==> src/hdl/pc_seq_pkg.sv <==
// Constants and types shared by the program counter sequencer
package pc_seq_pkg;

  // ---------------------------------------------------------------
  // Widths and layout
  // ---------------------------------------------------------------
  localparam int PC_W           = 13;
  localparam int LOW_W          = 8;
  localparam int HIGH_W         = 5;
  localparam int TARGET_W       = 11;
  localparam int PAGE_W         = 2;
  localparam int PAGE_LSB       = 11;
  localparam int LATCH_W        = 8;
  localparam int LATCH_PAGE_MSB = 4;
  localparam int LATCH_PAGE_LSB = 3;
  localparam int LATCH_HIGH_MSB = 4;
  localparam int STACK_DEPTH    = 8;
  localparam int PTR_W          = 3;
  localparam int PROG_WORDS     = 8192;
  localparam int PAGE_WORDS     = 2048;

  // ---------------------------------------------------------------
  // Reset values and fixed addresses
  // ---------------------------------------------------------------
  localparam logic [PC_W-1:0]    PC_RESET    = 13'h0000;
  localparam logic [PC_W-1:0]    IRQ_VECTOR  = 13'h0004;
  localparam logic [LATCH_W-1:0] LATCH_RESET = 8'h00;
  localparam logic [LATCH_W-1:0] LATCH_MASK  = 8'h1F;
  localparam logic [PTR_W-1:0]   PTR_RESET   = 3'h0;
  localparam logic [PTR_W-1:0]   PTR_ONE     = 3'h1;
  localparam logic [PC_W-1:0]    PC_ONE      = 13'h0001;

  // ---------------------------------------------------------------
  // Types
  // ---------------------------------------------------------------
  typedef logic [PC_W-1:0]  pc_t;
  typedef logic [PTR_W-1:0] ptr_t;

  typedef enum logic [3:0] {
    STEP                     = 4'b0000,
    HOLD                     = 4'b0001,
    WRITE_LOW                = 4'b0010,
    ADD_WORKING_TO_FILE_OP   = 4'b0011,
    CALL                     = 4'b0100,
    JUMP                     = 4'b0101,
    RETURN_PLAIN             = 4'b0110,
    RETURN_WITH_LITERAL_OP   = 4'b0111,
    RETURN_FROM_INTERRUPT_OP = 4'b1000,
    IRQ_ENTRY                = 4'b1001
  } seq_op_t;

  typedef struct packed {
    seq_op_t                  op;
    logic                     latch_we;
    logic [LATCH_W-1:0]       latch_wdata;
    logic [LOW_W-1:0]         low_wdata;
    logic [TARGET_W-1:0]      target;
  } seq_cmd_t;

endpackage

==> src/hdl/pc_sequencer.sv <==
// Program counter, high-byte latch and circular return stack of the core
`timescale 1ns/1ps
`default_nettype none

// What this block does
// RULE1 - Keeps a 13-bit program counter; low byte readable and writable.
// RULE2 - Upper counter bits unreadable; loaded only through the high-byte latch.
// RULE3 - Any reset clears the upper counter bits to zero.
// RULE4 - Low-byte write loads counter bits 12..8 from latch bits 4..0.
// RULE5 - Call or jump gives 11 bits; bits 12..11 come from latch 4..3.
// RULE6 - Eight-entry 13-bit return stack, pointer hidden from software.
// RULE7 - Calls and interrupt entry push the return address.
// RULE8 - Plain return, literal return and interrupt return pop the stack.
// RULE9 - Return restores all 13 counter bits from the stack.
// RULE10 - Pushes and pops leave the high-byte latch untouched.
// RULE11 - Stack is circular; ninth push overwrites the first.
// RULE12 - No overflow or underflow indication of any kind.
// RULE13 - 8K-word program space in 2K pages chosen by top two bits.
// RULE14 - Software sets page bits before calls or jumps, and after returns.
// RULE15 - Software minds 256-byte block crossings in computed branches.
// RULE16 - Pointer wraps on pops too; empty pop returns the selected entry.
module pc_sequencer
  import pc_seq_pkg::*;
(
  input  wire logic       CLK,
  input  wire logic       RST,
  input  wire seq_cmd_t   CMD,
  output pc_t             PC_ADDR,
  output logic [LOW_W-1:0]   PC_LOW_RDATA,
  output logic [LATCH_W-1:0] PC_LATCH_RDATA
);

  // ---------------------------------------------------------------
  // Declarations
  // ---------------------------------------------------------------
  pc_t                pc_r;
  pc_t                pc_nxt;
  pc_t                ret_addr;
  pc_t                top;
  logic [LATCH_W-1:0] latch_r;
  logic [LATCH_W-1:0] latch_nxt;
  ptr_t               ptr_r;
  ptr_t               ptr_nxt;
  ptr_t               top_addr;
  logic               push;
  logic               pop;

  function automatic ptr_t ptr_step(input ptr_t ptr, input logic up);
    ptr_step = up ? PTR_W'(ptr + PTR_ONE) : PTR_W'(ptr - PTR_ONE);
  endfunction

  // ---------------------------------------------------------------
  // Stack control
  // ---------------------------------------------------------------
  assign push = (CMD.op == CALL) || (CMD.op == IRQ_ENTRY); // RULE7
  assign pop  = (CMD.op == RETURN_PLAIN) // RULE8
             || (CMD.op == RETURN_WITH_LITERAL_OP)
             || (CMD.op == RETURN_FROM_INTERRUPT_OP);

  // Pointer wraps both ways and never flags overflow or underflow
  always_comb begin
    if (push) begin
      ptr_nxt = ptr_step(ptr_r, 1'b1); // RULE11
    end else if (pop) begin
      ptr_nxt = ptr_step(ptr_r, 1'b0); // RULE16
    end else begin
      ptr_nxt = ptr_r;
    end
  end // RULE12

  // Top entry is prefetched for the pointer of the next cycle
  assign top_addr = ptr_step(ptr_nxt, 1'b0);

  // Pointer lives only here; no port exposes it
  always_ff @(posedge CLK) begin
    if (RST) begin
      ptr_r <= PTR_RESET;
    end else begin
      ptr_r <= ptr_nxt; // RULE6
    end
  end

  pc_stack_mem u_stack (
    .clk       (CLK),
    .rst       (RST),
    .wr_en     (push),
    .wr_addr   (ptr_r),
    .wr_data   (ret_addr),
    .rd_addr   (top_addr),
    .rd_data_r (top)
  ); // RULE6

  // ---------------------------------------------------------------
  // Next address selection
  // ---------------------------------------------------------------
  pc_target_mux u_mux (
    .cmd      (CMD),
    .pc       (pc_r),
    .latch    (latch_r),
    .top      (top),
    .pc_nxt   (pc_nxt),
    .ret_addr (ret_addr)
  );

  // ---------------------------------------------------------------
  // Program counter
  // ---------------------------------------------------------------
  // Thirteen bits span 8K words; bits 12..11 select the 2K page
  always_ff @(posedge CLK) begin
    if (RST) begin
      pc_r <= PC_RESET; // RULE3
    end else begin
      pc_r <= pc_nxt; // RULE1 RULE13
    end
  end

  // ---------------------------------------------------------------
  // High-byte latch
  // ---------------------------------------------------------------
  // Only an explicit latch write changes it; stack traffic never does
  assign latch_nxt = CMD.latch_we ? (CMD.latch_wdata & LATCH_MASK) : latch_r; // RULE10

  always_ff @(posedge CLK) begin
    if (RST) begin
      latch_r <= LATCH_RESET;
    end else begin
      latch_r <= latch_nxt; // RULE2
    end
  end

  // ---------------------------------------------------------------
  // Outputs
  // ---------------------------------------------------------------
  // Only the low byte of the counter is visible to software
  assign PC_ADDR        = pc_r;
  assign PC_LOW_RDATA   = pc_r[LOW_W-1:0]; // RULE1 RULE2
  assign PC_LATCH_RDATA = latch_r;

  // ---------------------------------------------------------------
  // Reference stack for the checks
  // ---------------------------------------------------------------
  // Kept apart from the storage so a bypass or pointer slip shows up
  pc_t  shadow_r [STACK_DEPTH];
  ptr_t shadow_ptr_r;
  pc_t  shadow_top;
  pc_t  push_value;

  assign push_value = (CMD.op == CALL) ? PC_W'(pc_r + PC_ONE) : pc_r;
  assign shadow_top = shadow_r[PTR_W'(shadow_ptr_r - PTR_ONE)];

  always_ff @(posedge CLK) begin
    if (RST) begin
      shadow_ptr_r <= PTR_RESET;
    end else if (push) begin
      shadow_ptr_r <= PTR_W'(shadow_ptr_r + PTR_ONE);
    end else if (pop) begin
      shadow_ptr_r <= PTR_W'(shadow_ptr_r - PTR_ONE);
    end
  end

  for (genvar s = 0; s < STACK_DEPTH; s++) begin : g_shadow
    always_ff @(posedge CLK) begin
      if (RST) begin
        shadow_r[s] <= PC_RESET;
      end else if (push && (shadow_ptr_r == PTR_W'(s))) begin
        shadow_r[s] <= push_value;
      end
    end
  end
endmodule
`default_nettype wire

==> src/hdl/pc_stack_mem.sv <==
// Eight-entry return address memory with registered top-of-stack read
`timescale 1ns/1ps
`default_nettype none
module pc_stack_mem
  import pc_seq_pkg::*;
(
  input  wire logic clk,
  input  wire logic rst,
  input  wire logic wr_en,
  input  wire ptr_t wr_addr,
  input  wire pc_t  wr_data,
  input  wire ptr_t rd_addr,
  output pc_t       rd_data_r
);

  pc_t entry_r [STACK_DEPTH];

  // ---------------------------------------------------------------
  // Storage, one register per entry
  // ---------------------------------------------------------------
  for (genvar g = 0; g < STACK_DEPTH; g++) begin : g_entry
    always_ff @(posedge clk) begin
      if (rst) begin
        entry_r[g] <= PC_RESET;
      end else if (wr_en && (wr_addr == PTR_W'(g))) begin
        entry_r[g] <= wr_data;
      end
    end
  end

  // ---------------------------------------------------------------
  // Read register, bypassing a write to the same entry
  // ---------------------------------------------------------------
  always_ff @(posedge clk) begin
    if (rst) begin
      rd_data_r <= PC_RESET;
    end else if (wr_en && (wr_addr == rd_addr)) begin
      rd_data_r <= wr_data;
    end else begin
      rd_data_r <= entry_r[rd_addr];
    end
  end

endmodule
`default_nettype wire

==> src/hdl/pc_target_mux.sv <==
// Next program counter and return address selection
`timescale 1ns/1ps
`default_nettype none
module pc_target_mux
  import pc_seq_pkg::*;
(
  input  wire seq_cmd_t           cmd,
  input  wire pc_t                pc,
  input  wire logic [LATCH_W-1:0] latch,
  input  wire pc_t                top,
  output pc_t                     pc_nxt,
  output pc_t                     ret_addr
);

  function automatic pc_t pc_incr(input pc_t value);
    pc_incr = PC_W'(value + PC_ONE);
  endfunction

  logic [HIGH_W-1:0]   high_from_latch;
  logic [PAGE_W-1:0]   page_from_latch;
  logic [LOW_W-1:0]    low_sum;

  assign high_from_latch = latch[LATCH_HIGH_MSB:0];
  assign page_from_latch = latch[LATCH_PAGE_MSB:LATCH_PAGE_LSB];
  // Carry out of the low byte is dropped; the upper bits come from the latch
  assign low_sum         = LOW_W'(pc[LOW_W-1:0] + cmd.low_wdata);

  // ---------------------------------------------------------------
  // Selection
  // ---------------------------------------------------------------
  always_comb begin
    ret_addr = (cmd.op == CALL) ? pc_incr(pc) : pc;
    case (cmd.op)
      STEP:                     pc_nxt = pc_incr(pc);
      HOLD:                     pc_nxt = pc;
      WRITE_LOW:                pc_nxt = {high_from_latch, cmd.low_wdata}; // RULE4
      ADD_WORKING_TO_FILE_OP:   pc_nxt = {high_from_latch, low_sum}; // RULE4
      CALL,
      JUMP:                     pc_nxt = {page_from_latch, cmd.target}; // RULE5
      RETURN_PLAIN,
      RETURN_WITH_LITERAL_OP,
      RETURN_FROM_INTERRUPT_OP: pc_nxt = top; // RULE9
      IRQ_ENTRY:                pc_nxt = IRQ_VECTOR;
      default:                  pc_nxt = pc_incr(pc);
    endcase
  end

endmodule
`default_nettype wire
==> config.mk <==
export PLATFORM = sky130hd
export DESIGN_NAME = pc_sequencer
export DESIGN_NICKNAME = d
export VERILOG_FILES = /design/src/hdl/pc_seq_pkg.sv /design/src/hdl/pc_sequencer.sv /design/src/hdl/pc_stack_mem.sv /design/src/hdl/pc_target_mux.sv
export SDC_FILE = /design/constraint.sdc
export NUM_CORES = 1
export LEC_CHECK = 0
export ABC_AREA = 1
export ABC_CLOCK_PERIOD_IN_PS = 3000
export CAP_MARGIN = 30
export CORE_ASPECT_RATIO = 0.8
export CORE_MARGIN = 1
export CORE_UTILIZATION = 64
export DETAILED_ROUTE_END_ITERATION = 6
export DONT_BUFFER_PORTS = 1
export HOLD_SLACK_MARGIN = 0.05
export PLACE_DENSITY = 0.8
export RECOVER_POWER = 50
export SYNTH_ARGS = -nofsm -noshare
export SYNTH_HDL_FRONTEND = slang
export SYNTH_SLANG_ARGS = --single-unit
==> constraint.sdc <==
create_clock -name CLK -period 3 [get_ports CLK]
set_input_delay 0.15 -clock CLK [delete_from_list [all_inputs] [get_ports CLK]]
set_output_delay 0.15 -clock CLK [all_outputs]
set_load 0.005 [all_outputs]
# == Word level (Yosys, flattened, before mapping) ==
# Memory sizes are Yosys's and may differ from the RTL's.
# Index checks and enable logic that the tools add are counted.
# classes
n_addsub,5
n_eq_ne,17
muxes,39
n_bitwise,8
reduce_logical,15
# ops
op,n
$mux W13,10
$pmux W13 S6,1
$mux W1,26
$eq A4 B3 Y1 const B,4
$add A13 B1 Y13 const B,1
$eq A3 B3 Y1 const B,4
$logic_and A1 B1 Y1,9
$add A8 B8 Y8,1
$eq A4 B2 Y1 const B,2
$eq A4 B4 Y1 const B,2
$or A1 B1 Y1,8
$eq A3 B2 Y1 const B,2
$mux W3,2
$sub A3 B1 Y3 const B,2
$eq A4 B1 Y1 const B,1
$add A3 B1 Y3 const B,1
$eq A3 B1 Y1 const B,1
$eq A3 B3 Y1,1
$logic_not A3 Y1,1
$logic_or A1 B1 Y1,3
$reduce_or A3 Y1,1
$reduce_or A2 Y1,1
# totals
regBits,34
mem_bits_rw,104
input_bits,34
out_inout_bits,29
elab_cells,89
memories,1
# mem_list
memory,depth,word_bits,read_ports,rd_clocked_by_memory_dff,wr,line_no,source
u_stack.entry_r,8,13,1,0,8,pc_stack_mem.sv:16,pc_t entry_r [STACK_DEPTH];

# == Depth between registers and ports, before layout ==
# Gate-level depths: netlist of run 1.
# depth
word_depth,9
ltp_mapped,20

# == Modules after synthesis ==
# From an unflattened synthesis of run 1, not the netlist that was laid out.
# hier_totals
cells_unflattened,959
hier_area_um2,7529.7
# modules_own_cells
module,instances,cells_each,area_per_inst_um2,seq_area_each_um2
pc_stack_mem,1,577,5308.8,3383.2
pc_target_mux,1,260,1291.2,0.0
pc_sequencer,1,122,929.6,420.4

# == Worst setup path after synthesis of run 1 ==
# OpenSTA, ideal clock, no wires.
# synth_timing
path_type,register to register
start,reg ptr_r[0]
end,reg u_stack.rd_data_r[10]
setup_time_ns,0.109
arrival_time_ns,2.540
setup_slack_ns,0.351
stages_incl_launch_ff,17
path_buffers,2
period_less_slack_ns,2.649
path_cell_list,dfxtp_1 -> inv_1 -> ha_1 -> nand2_1 -> o21ai_0 -> o21ai_0 -> inv_1 -> ha_1 -> clkbuf_1 -> xnor2_1 -> nor2_1 -> buf_2 -> nand3_1 -> nand2_1 -> inv_1 -> nand2_1 -> inv_1
# synth_via
elab_chain_cells,7
# synth_rtl
item,line_no,source
start: declaration,pc_sequencer.sv:42,ptr_t ptr_r;
start signal: assignment,pc_sequencer.sv:79,ptr_r <= ptr_nxt;
"parallel branches: the longest is 6 deep, another holds $mem_v2 Z8 W13",n/a,
$mux W13 (*),pc_stack_mem.sv:37,end else if (wr_en && (wr_addr == rd_addr)) begin
end signal: assignment,pc_stack_mem.sv:38,rd_data_r <= wr_data;
end signal: assignment,pc_stack_mem.sv:40,rd_data_r <= entry_r[rd_addr];
end: declaration,pc_stack_mem.sv:13,output pc_t rd_data_r
# Mark *: on every way between the ends.
# A chain may end at the register's enable or synchronous reset.

# == Worst setup path in the final report of run 1 ==
# layout_timing
start,reg ptr_r[0]
end,reg u_stack.rd_data_r[12]
# The elaborated chain is that of the path after synthesis.

==> results.toml, run 1 <==
[status]
outcome = "finished, violations left"
violations = "design-rule violations"

[timing]
tns_ns = 0
max_slew.worst_pin.slew_ns = 1.12
finalClockSkew_ns = 0.0164
fin_crit_sh_pct = 90.2
period_needed_ns = 2.71
hold_viol = 0
holdWs_ns = 0.102
drv_slew = 0
fin_ws_ns = 0.293
grt_setup_unrepaired = "no"
maxSlewHeadroom_pct = 25.5
max_freq_ghz = 0.369
setup_viol = 0

[die]
io_pins = 63
dieArea_mm2 = 0.0126
core.rowCount = 35
initial_utilization_pct = 66.5
die_y_um = 101
die_w_um = 125
core_area_mm2 = 0.0117

[routing]
drt_iter0_drc = 694
wl_um = 19500
vias = 6602
wl_per_cell_um = 17.2
viasPerCell = 5.82
drc_errors = 6
ant_nets = 0
dr.pass1.iters = 7

[setup_path]
cp_data_arrival_time_ns = 3.08
path_class = "reg2reg"
ff2ff_setup_slack_ns = 0.29
startpoint_type = "register"
end_kind = "register"
cp_max_fo = 14
crit_required_ns = 3.38

[clock_network]
cts-root-buf = "clkbuf_16"
cts_buffers = 17
post_cts_buffers = 0
cts_tree = "built"
clock-sinks = 138
clk_pin_slew_ns = 0.07
clock_latency_ns = 0.43
cts_buffer_depth = 2
htreeDepth = 4

[synth]
yosysWarnings = 0
synth-seq-cells = 138
synth_cell_types = 39
synth.top_cells.by_count = "198 x nand2_1, 132 x inv_1, 132 x nand3_1"
synth_edf_count = 104
syn_inst = 963
synth_largest_area_cell = "edfxtp_1"
synth_area_mm2 = 0.00777
synth_ff_type = "edfxtp_1"
async_reset_ff_share_pct = 0
yosysTopAreaCellShare_pct = 40.2
syn_area_per_cell_um2 = 8.07
yosys-top-cells-area = "edfxtp_1 40%, nand2_1 9.6%, dfxtp_1 8.8%"
ys_seq_area_share_pct = 48.9
synth.most_common_cell = "nand2_1"

[global_routing]
grt_max_degree = 50
antenna_found_initial = 0
grt_pass1_vias = 6264
grt_pass1_wl_um = 31300
grt_remaining_overflow = 0
grt_usage_pct = 32.6

[job]
cap_violations = 0

[pwr]
power_frac_seq_pct = 41.0
power.total_mw = 5.53
sw_frac_of_total_pct = 31.0
p_sw_mw = 1.71
p_comb_share_pct = 19.8
p_clk_share_pct = 39.2
peakVddDrop_mv = 0.492
intPower_mw = 3.81
leakagePower_nw = 3.79
p_per_area_mw_per_mm2 = 638

[final_layout]
final_nets = 1025
syn_to_final_growth_pct = 11.3
n_fill_cell = 859
drive_gt1_share_pct = 7.50
final_area_mm2 = 0.00866
diodes = 0

[worst_hold_path]
min-delay-path-class = "in2reg"

[placement]
pre_cts_ws_ns = 0.338
portBuffers = 0
placed_cell_area_mm2 = 0.00777
dp_hpwl_um = 12300
place_congestion = 0.894
-- placed cells by master (no fill, tap or decap), types with 5 or more instances in the layout --
master / instances
edfxtp_1: 104
nand2_2: 7
o21ai_0: 31
nor3_1: 6
o21ai_1: 6
nand4_1: 10
inv_2: 6
a21oi_1: 31
nand3_1: 132
dlygate4sd3_1: 30
clkbuf_1: 6
buf_4: 9
nand2_1: 198
ha_1: 16
a31oi_1: 5
inv_1: 132
nor2_1: 127
inv_6: 7
dfxtp_1: 33
xor2_1: 12
nand3b_1: 15
clkbuf_16: 19
-- state kept, by name, indices dropped and copies added (netlist names) --
register and count:
PC_ADDR 13, u_stack.entry_r 104, u_stack.rd_data_r 13, PC_LATCH_RDATA 5, ptr_r 3
-- path summary, 6_finish.rpt --
kind                           end  cells past startpoint                  start
max          u_stack.rd_data_r[12]                     14               ptr_r[0]
min reg2reg            PC_ADDR[12]                      2  u_stack.rd_data_r[12]
min                     PC_ADDR[8]                      3                 CMD[8]
max reg2reg  u_stack.rd_data_r[12]                     14               ptr_r[0]
-- logic make-up after synthesis --
logic type	Yosys count	share of synthesized area, %
AND/OR/NAND/NOR	506	28.9
multiplexers	2	0.354
XOR/XNOR	14	1.58
other	1	0.0482
flip-flops	138	48.9
adder cells (fa/ha/maj)	17	2.83
buffers and inverters	197	10.9
AO/OA/AOI/OAI	88	6.50
-- through the flow --
stage / util (%) / std cells
after floorplan: - / 965
after global placement: 66.5 / 1073
after detailed placement: 66.5 / 1073
after CTS: 74.2 / 1135
after global routing: 74.0 / 1135
final: 74.0 / 1135
-- per-layer routing --
layer  routed length [um]  track usage [%]  vias up  share of wire (%)
li1                     -                -     3154                  -
met4                  232             11.9        0                1.2
met3                 1780             6.16       25                9.2
met5                    0                0        -                  0
met1                 8320             43.8     3105                 43
met2                 9150             53.4      318                 47
-- layout make-up --
class / count / area [um^2] / share of cell area (%)
sequential: 138 / 3800 / 44.0
multi-input combinational: 630 / 3130 / 36.2
inverter: 141 / 532 / 6.14
clock buffer: 20 / 489 / 5.65
timing repair buffer: 46 / 395 / 4.57
tap: 148 / 185 / 2.14
clock inverter: 12 / 120 / 1.39
-- critical path, cell delays in order, from the launching register on --
cell	delay, ns
dfxtp_2	0.41
inv_1	0.13
ha_1	0.33
nand2_1	0.07
o21ai_0	0.08
o21ai_0	0.15
inv_1	0.09
ha_1	0.35
xnor2_1	0.15
nor2_1	0.16
buf_4	0.24
nand2_2	0.21
nand3_1	0.16
nand2_1	0.06
inv_1	0.05
-- power groups by stage --
stage	logic, mW	clock network, mW	registers [mW]
after global placement	0.998	0	2.30
after global routing	1.21	2.25	2.28
after detailed placement	1.03	0	2.30
after floorplan	0.814	0	2.27
final	1.09	2.16	2.27
after CTS	1.08	2.16	2.26
-- what timing repair did --
| action | 4_1_cts | 5_1_grt |
|---|---|---|
| resized for setup | 0 | 1 |
| setup endpoints to repair | 0 | 13 |
| hold endpoints to repair | 16 | 0 |
| hold buffers | 30 | 0 |
Power figures use the tool's default switching activity.
==> run 2, diff against run 1 <==
- GPL_ROUTABILITY_DRIVEN: default -> 0
- SYNTH_HIERARCHICAL: default -> 1
==> run 2 against run 1 <==
Net effect: flip-flop and latch count unchanged; hold slack got worse by 0.035 ns; the run now ends clean; via count decreased by 0.50%; critical path type unchanged; register-to-register slack got worse by 0.07 ns; clock skew shrank 0.0056 ns; global-route usage is 0.63 points higher; sequential share of layout area is 1.5 points higher; critical path depth grew 4; design area shrank 3.2%; final cell count down 0.26%; total power is 1.9% lower; largest cell class unchanged.
==> results.toml, run 2 <==
[status]
outcome = "completed"

[clock_network]
cts_tree = "built"
cts_buffers = 17
clk_pin_slew_ns = 0.06
cts_buffer_depth = 2
clock_latency_ns = 0.42
cts-root-buf = "clkbuf_16"
clock-sinks = 138
htreeDepth = 4

[timing]
max_slew.worst_pin.slew_ns = 0.909
tns_ns = 0
period_needed_ns = 2.77
fin_crit_sh_pct = 92.5
fin_ws_ns = 0.226
setup_viol = 0
drv_slew = 0
hold_viol = 0
finalClockSkew_ns = 0.0108
grt_setup_unrepaired = "no"
max_freq_ghz = 0.360
maxSlewHeadroom_pct = 39.4

[global_routing]
grt_pass1_vias = 6150
grt_usage_pct = 33.2
antenna_found_initial = 0
grt_max_degree = 53
grt_remaining_overflow = 0
grt_pass1_wl_um = 30400

[routing]
met1_length_um = 8230
dr.pass1.iters = 6
wl_per_cell_um = 17.0
ant_nets = 0
vias = 6569
drt_iter0_drc = 717
wl_met3_um = 1540
met2_length_um = 9150
wl_um = 19200
drc_errors = 0
topRoutingLayerUsed = "met4"
viasPerCell = 5.80

[final_layout]
final_cell_mix = "281 x nand2_1, 184 x nor2_1, 108 x nand3_1, 104 x edfxtp_1, 58 x inv_1"
top_register = "u_stack/entry_r"
diodes = 0
drive_gt1_share_pct = 8.33
syn_to_final_growth_pct = 11.2
final_common_cell = "nand2_1"
n_fill_cell = 859
final_nets = 1017
largest_reg_flops = 104

[setup_path]
worstReg2RegEnd = "u_stack/rd_data_r[2]"
path_class = "reg2reg"
rr_worst_depth = 18
startpoint_type = "register"
cp_data_arrival_time_ns = 3.08
cp_max_fo = 14
ff2ff_setup_slack_ns = 0.23
end_kind = "register"
r2r-start = "ptr_r[1]"
crit_required_ns = 3.31

[die]
die_y_um = 99.0
dieArea_mm2 = 0.0122
core.rowCount = 35
io_pins = 63
core_area_mm2 = 0.0115
initial_utilization_pct = 65.6
die_w_um = 123

[pwr]
p_per_area_mw_per_mm2 = 647
peakVddDrop_mv = 0.564
leakagePower_nw = 3.54

[placement]
pre_cts_ws_ns = 0.275
dp_hpwl_um = 12100
portBuffers = 0

[synth]
synth_cell_types = 37
synth_area_mm2 = 0.00753
synth.most_common_cell = "nand2_1"
synth_largest_area_cell = "edfxtp_1"
ys_seq_area_share_pct = 50.5
yosys-top-cells-area = "edfxtp_1 41%, nand2_1 14%, nor2_1 9.1%"
synth.top_cells.by_count = "281 x nand2_1, 183 x nor2_1, 108 x nand3_1"
synth_edf_count = 104
syn_area_per_cell_um2 = 7.85
synth-seq-cells = 138
synth_ff_type = "edfxtp_1"
yosysWarnings = 6
async_reset_ff_share_pct = 0
syn_inst = 959
yosysTopAreaCellShare_pct = 41.5

[worst_hold_path]
hold_end = "PC_ADDR[4]"
hp-start = "CMD[4]"
min-delay-path-class = "in2reg"
min_path_cells = 6

[job]
cap_violations = 0
## run 2: per-stage QoR
step / hold slack [ns] / instance area [um^2] / utilization [%] / total power [mW] / instances
4_1_cts: 0.0603 / 8390 / 73.1 / 5.41 / 1131
6_report: 0.0674 / 8380 / 73.0 / 5.42 / 1132
5_1_grt: 0.0924 / 8380 / 73.0 / 5.63 / 1132
3_5_place_dp: 0.223 / 7550 / 65.8 / 3.35 / 1074
2_1_floorplan: 0.285 / 7540 / - / 3.10 / 961
3_3_place_gp: 0.224 / 7550 / 65.8 / 3.32 / 1074
## run 2: final cells by class
cell class / count / area [um^2] / share of cell area, %
tap: 148 / 185 / 2.21
clock inverter: 9 / 55.1 / 0.657
multi-input combinational: 696 / 3160 / 37.7
sequential: 138 / 3800 / 45.4
inverter: 79 / 299 / 3.57
clock buffer: 23 / 533 / 6.36
timing repair buffer: 39 / 340 / 4.06
## run 2: worst max path at each step
| stage | from | endpoint |
|---|---|---|
| after floorplan | ptr_r[1] | u_stack/rd_data_r[12] |
| after global placement | ptr_r[1] | u_stack/rd_data_r[12] |
| after detailed placement | ptr_r[1] | u_stack/rd_data_r[2] |
| after CTS | ptr_r[1] | u_stack/rd_data_r[2] |
| after global routing | ptr_r[1] | u_stack/rd_data_r[2] |
| final | ptr_r[1] | u_stack/rd_data_r[2] |
## run 2: routing by layer
layer  vias to the layer above  track usage, %
met5                         -               0
li1                       3104               -
met1                      3126            45.4
met2                       311            53.0
met3                        28            6.71
met4                         0            11.0
## run 2: worst max-delay path, stage by stage (launching register included)
cell and delay, ns:
dfxtp_1 0.50, inv_1 0.11, ha_1 0.32, inv_1 0.04, nand2_1 0.05, nand2_1 0.07
a21boi_4 0.16, ha_1 0.19, inv_1 0.04, nand2_1 0.05, nand2_1 0.09, inv_2 0.24
nand2_1 0.08, nand2_1 0.12, nor2_4 0.06, nand2_2 0.22, nand2_1 0.09, nor2_1 0.15
nor2_1 0.07
## run 2: cells by family after synthesis
kind of cell,after synthesis,synth area share [%]
and+or+nand+nor,613,34.0
DFF,138,50.5
buffers and inverters,127,7.58
AOI/OAI and AO/OA,54,4.12
xor gates and xnor gates,14,1.63
adders and majority gates,12,2.09
other,1,0.0498
## run 2: what timing repair did
action / 4_1_cts / 5_1_grt
setup endpoints to repair: 0 / 13
resized for setup: 0 / 0
buffers inserted: 0 / 1
hold buffers: 25 / 0
hold endpoints to repair: 21 / 0
## run 2: power by group
part / leakage (nW) / internal [mW] / switching [mW] / total (mW)
Clock: 0.294 / 1.25 / 0.792 / 2.04
Combinational: 1.89 / 0.347 / 0.781 / 1.13
Sequential: 1.36 / 2.18 / 0.0713 / 2.25
==> run 3, diff against run 2 <==
- ABC_CLOCK_PERIOD_IN_PS: 3000 -> 3400
- CORE_UTILIZATION: 64 -> 65
- PLACE_DENSITY: 0.8 -> 0.81
- clock period: 3 -> 3.4 ns (I/O delays scaled with it)
==> run 3 against run 2 <==
Net effect: the flow now finishes with violations (design-rule violations); flip-flop and latch count is the same; first-iteration DRC count is the same; design area shrank 1.1%; via count grew 0.82%; count of clock-buffer cells in the layout shrank 1; non-clock buffer count shrank 12; clock power shrank 10%; critical path type unchanged.
==> results.toml, run 3 (synthesis results as in run 2) <==
[routing]
wl_per_cell_um = 17.7
vias = 6623
viasPerCell = 5.93
wl_um = 19800
drt_iter0_drc = 717
ant_nets = 0
drc_errors = 2
dr.pass1.iters = 7

[pwr]
intPower_mw = 3.33
sw_frac_of_total_pct = 30.8
peakVddDrop_mv = 0.459
leakagePower_nw = 3.50
power_frac_seq_pct = 41.6
p_per_area_mw_per_mm2 = 580
p_sw_mw = 1.48
p_comb_share_pct = 20.3
p_clk_share_pct = 38.1

[timing]
period_needed_ns = 2.94
drv_slew = 0
max_slew.worst_pin.slew_ns = 0.942
maxSlewHeadroom_pct = 37.1
hold_viol = 0
tns_ns = 0
setup_viol = 0
grt_setup_unrepaired = "no"
holdWs_ns = 0.0818
finalClockSkew_ns = 0.0125
fin_crit_sh_pct = 86.5
max_freq_ghz = 0.340

[setup_path]
max_stage_delay_ns = 0.51
crit_chain = "inv_1, ha_1, inv_1, nand2_1, nand2_1, a21boi_4, ha_1, inv_1, inv_4, nand2_2, nand2_2, nor2_4, nand2_2, nand2_1, nor2_1, nor2_2"
worst-path-buf-inv = 4
cpMaxStageDelayCell = "dfxtp_1"
rr_worst_depth = 16
cp_data_arrival_time_ns = 3.30
crit_path_start = "ptr_r[1]"
cp_max_fo = 27
crit_required_ns = 3.76
end_kind = "register"
crit_family = "simple AND/OR/NAND/NOR gates"
r2r-start = "ptr_r[1]"
path_class = "reg2reg"
startpoint_type = "register"
cp.depth = 16

[clock_network]
clock-sinks = 138
htreeDepth = 4
cts-root-buf = "clkbuf_16"
cts.repair.resized = 0
clk_pin_slew_ns = 0.06
cts_buffers = 17
clock_latency_ns = 0.42
cts_tree = "built"
cts_buffer_depth = 2

[worst_hold_path]
min_path_cells = 6
min-delay-path-class = "in2reg"
hp-start = "CMD[11]"

[die]
initial_utilization_pct = 68.1
die_w_um = 122
dieArea_mm2 = 0.0120
die_y_um = 98.3
io_pins = 63
core.rowCount = 34
core_area_mm2 = 0.0111

[final_layout]
final_nets = 1005
final_common_cell = "nand2_1"
n_fill_cell = 790
fin_cells = 1116
diodes = 0
top_register = "u_stack/entry_r"
drive_gt1_share_pct = 7.82
syn_to_final_growth_pct = 10.0
largest_reg_flops = 104
final_cell_mix = "282 x nand2_1, 184 x nor2_1, 108 x nand3_1, 104 x edfxtp_1, 59 x inv_1"

[status]
violations = "design-rule violations"
outcome = "finished, violations left"

[global_routing]
grt_usage_pct = 34.5
grt_pass1_wl_um = 31300
antenna_found_initial = 0
grt_remaining_overflow = 0
grt_pass1_vias = 6385
grt_max_degree = 53

[placement]
dp_hpwl_um = 12700
placed_cells = 1064
portBuffers = 0

[job]
cap_violations = 0
==> run 3: cell count changes in the layout (fill, tap and decap cells not counted), sizes merged <==
cell	delta
clkinvlp	-1
dlygate4sd3	-5
clkbuf	-3
buf	-5
inv	+3
clkinv	-1
==> run 3: final timing paths <==
kind | endpoint | slack (ns)
max | u_stack/rd_data_r[12] | 0.46
min | PC_ADDR[0] | 0.08
max reg2reg | u_stack/rd_data_r[12] | 0.46
min reg2reg | PC_ADDR[10] | 0.55
==> run 3: repair_timing <==
action | 4_1_cts | 5_1_grt
setup buffers | 0 | 0
endpoints found under the hold margin | 21 | 0
hold buffers | 20 | 0
==> run 3: power groups by stage <==
stage	Combinational, mW	Clock (mW)	Sequential [mW]
floorplan	0.729	0	2.00
global placement	0.873	0	2.03
detailed placement	0.911	0	2.03
CTS	0.952	1.84	2.00
global route	1.07	1.91	2.01
finish	0.974	1.83	2.00
==> run 3: worst reg2reg max path: stages (launching register included) <==
cell,delay [ns]
dfxtp_1,0.51
inv_1,0.09
ha_1,0.31
inv_1,0.04
nand2_1,0.05
nand2_1,0.07
a21boi_4,0.16
ha_1,0.25
inv_1,0.14
inv_4,0.16
nand2_2,0.11
nand2_2,0.06
nor2_4,0.32
nand2_2,0.27
nand2_1,0.16
nor2_1,0.08
nor2_2,0.08
==> run 3: layout make-up <==
class	count	area (um^2)	area share (%)
tap	144	180	2.17
clock inverter	10	70.1	0.846
timing repair buffer	27	245	2.96
multi-input combinational	696	3160	38.1
sequential	138	3800	45.9
clock buffer	22	529	6.39
inverter	79	299	3.61
==> run 3: stage by stage <==
stage	total power, mW	instance area, um^2	setup WS (ns)	utilization, %
after floorplan	2.73	7540	1.13	-
after global placement	2.90	7500	0.745	67.8
after detailed placement	2.94	7500	0.559	67.8
after CTS	4.79	8300	0.506	75.0
after global routing	5.00	8290	0.261	74.9
final	4.80	8290	0.460	74.9
==> run 3: metal layers <==
metal / share of wire, % / vias to the layer above / track usage [%] / wire length (um)
met5: 0 / - / 0 / 0
met4: 1.9 / 0 / 10.2 / 369
met3: 9.8 / 46 / 9.75 / 1940
met2: 48 / 382 / 56.4 / 9560
met1: 40 / 3119 / 44.6 / 7920
li1: - / 3076 / - / -
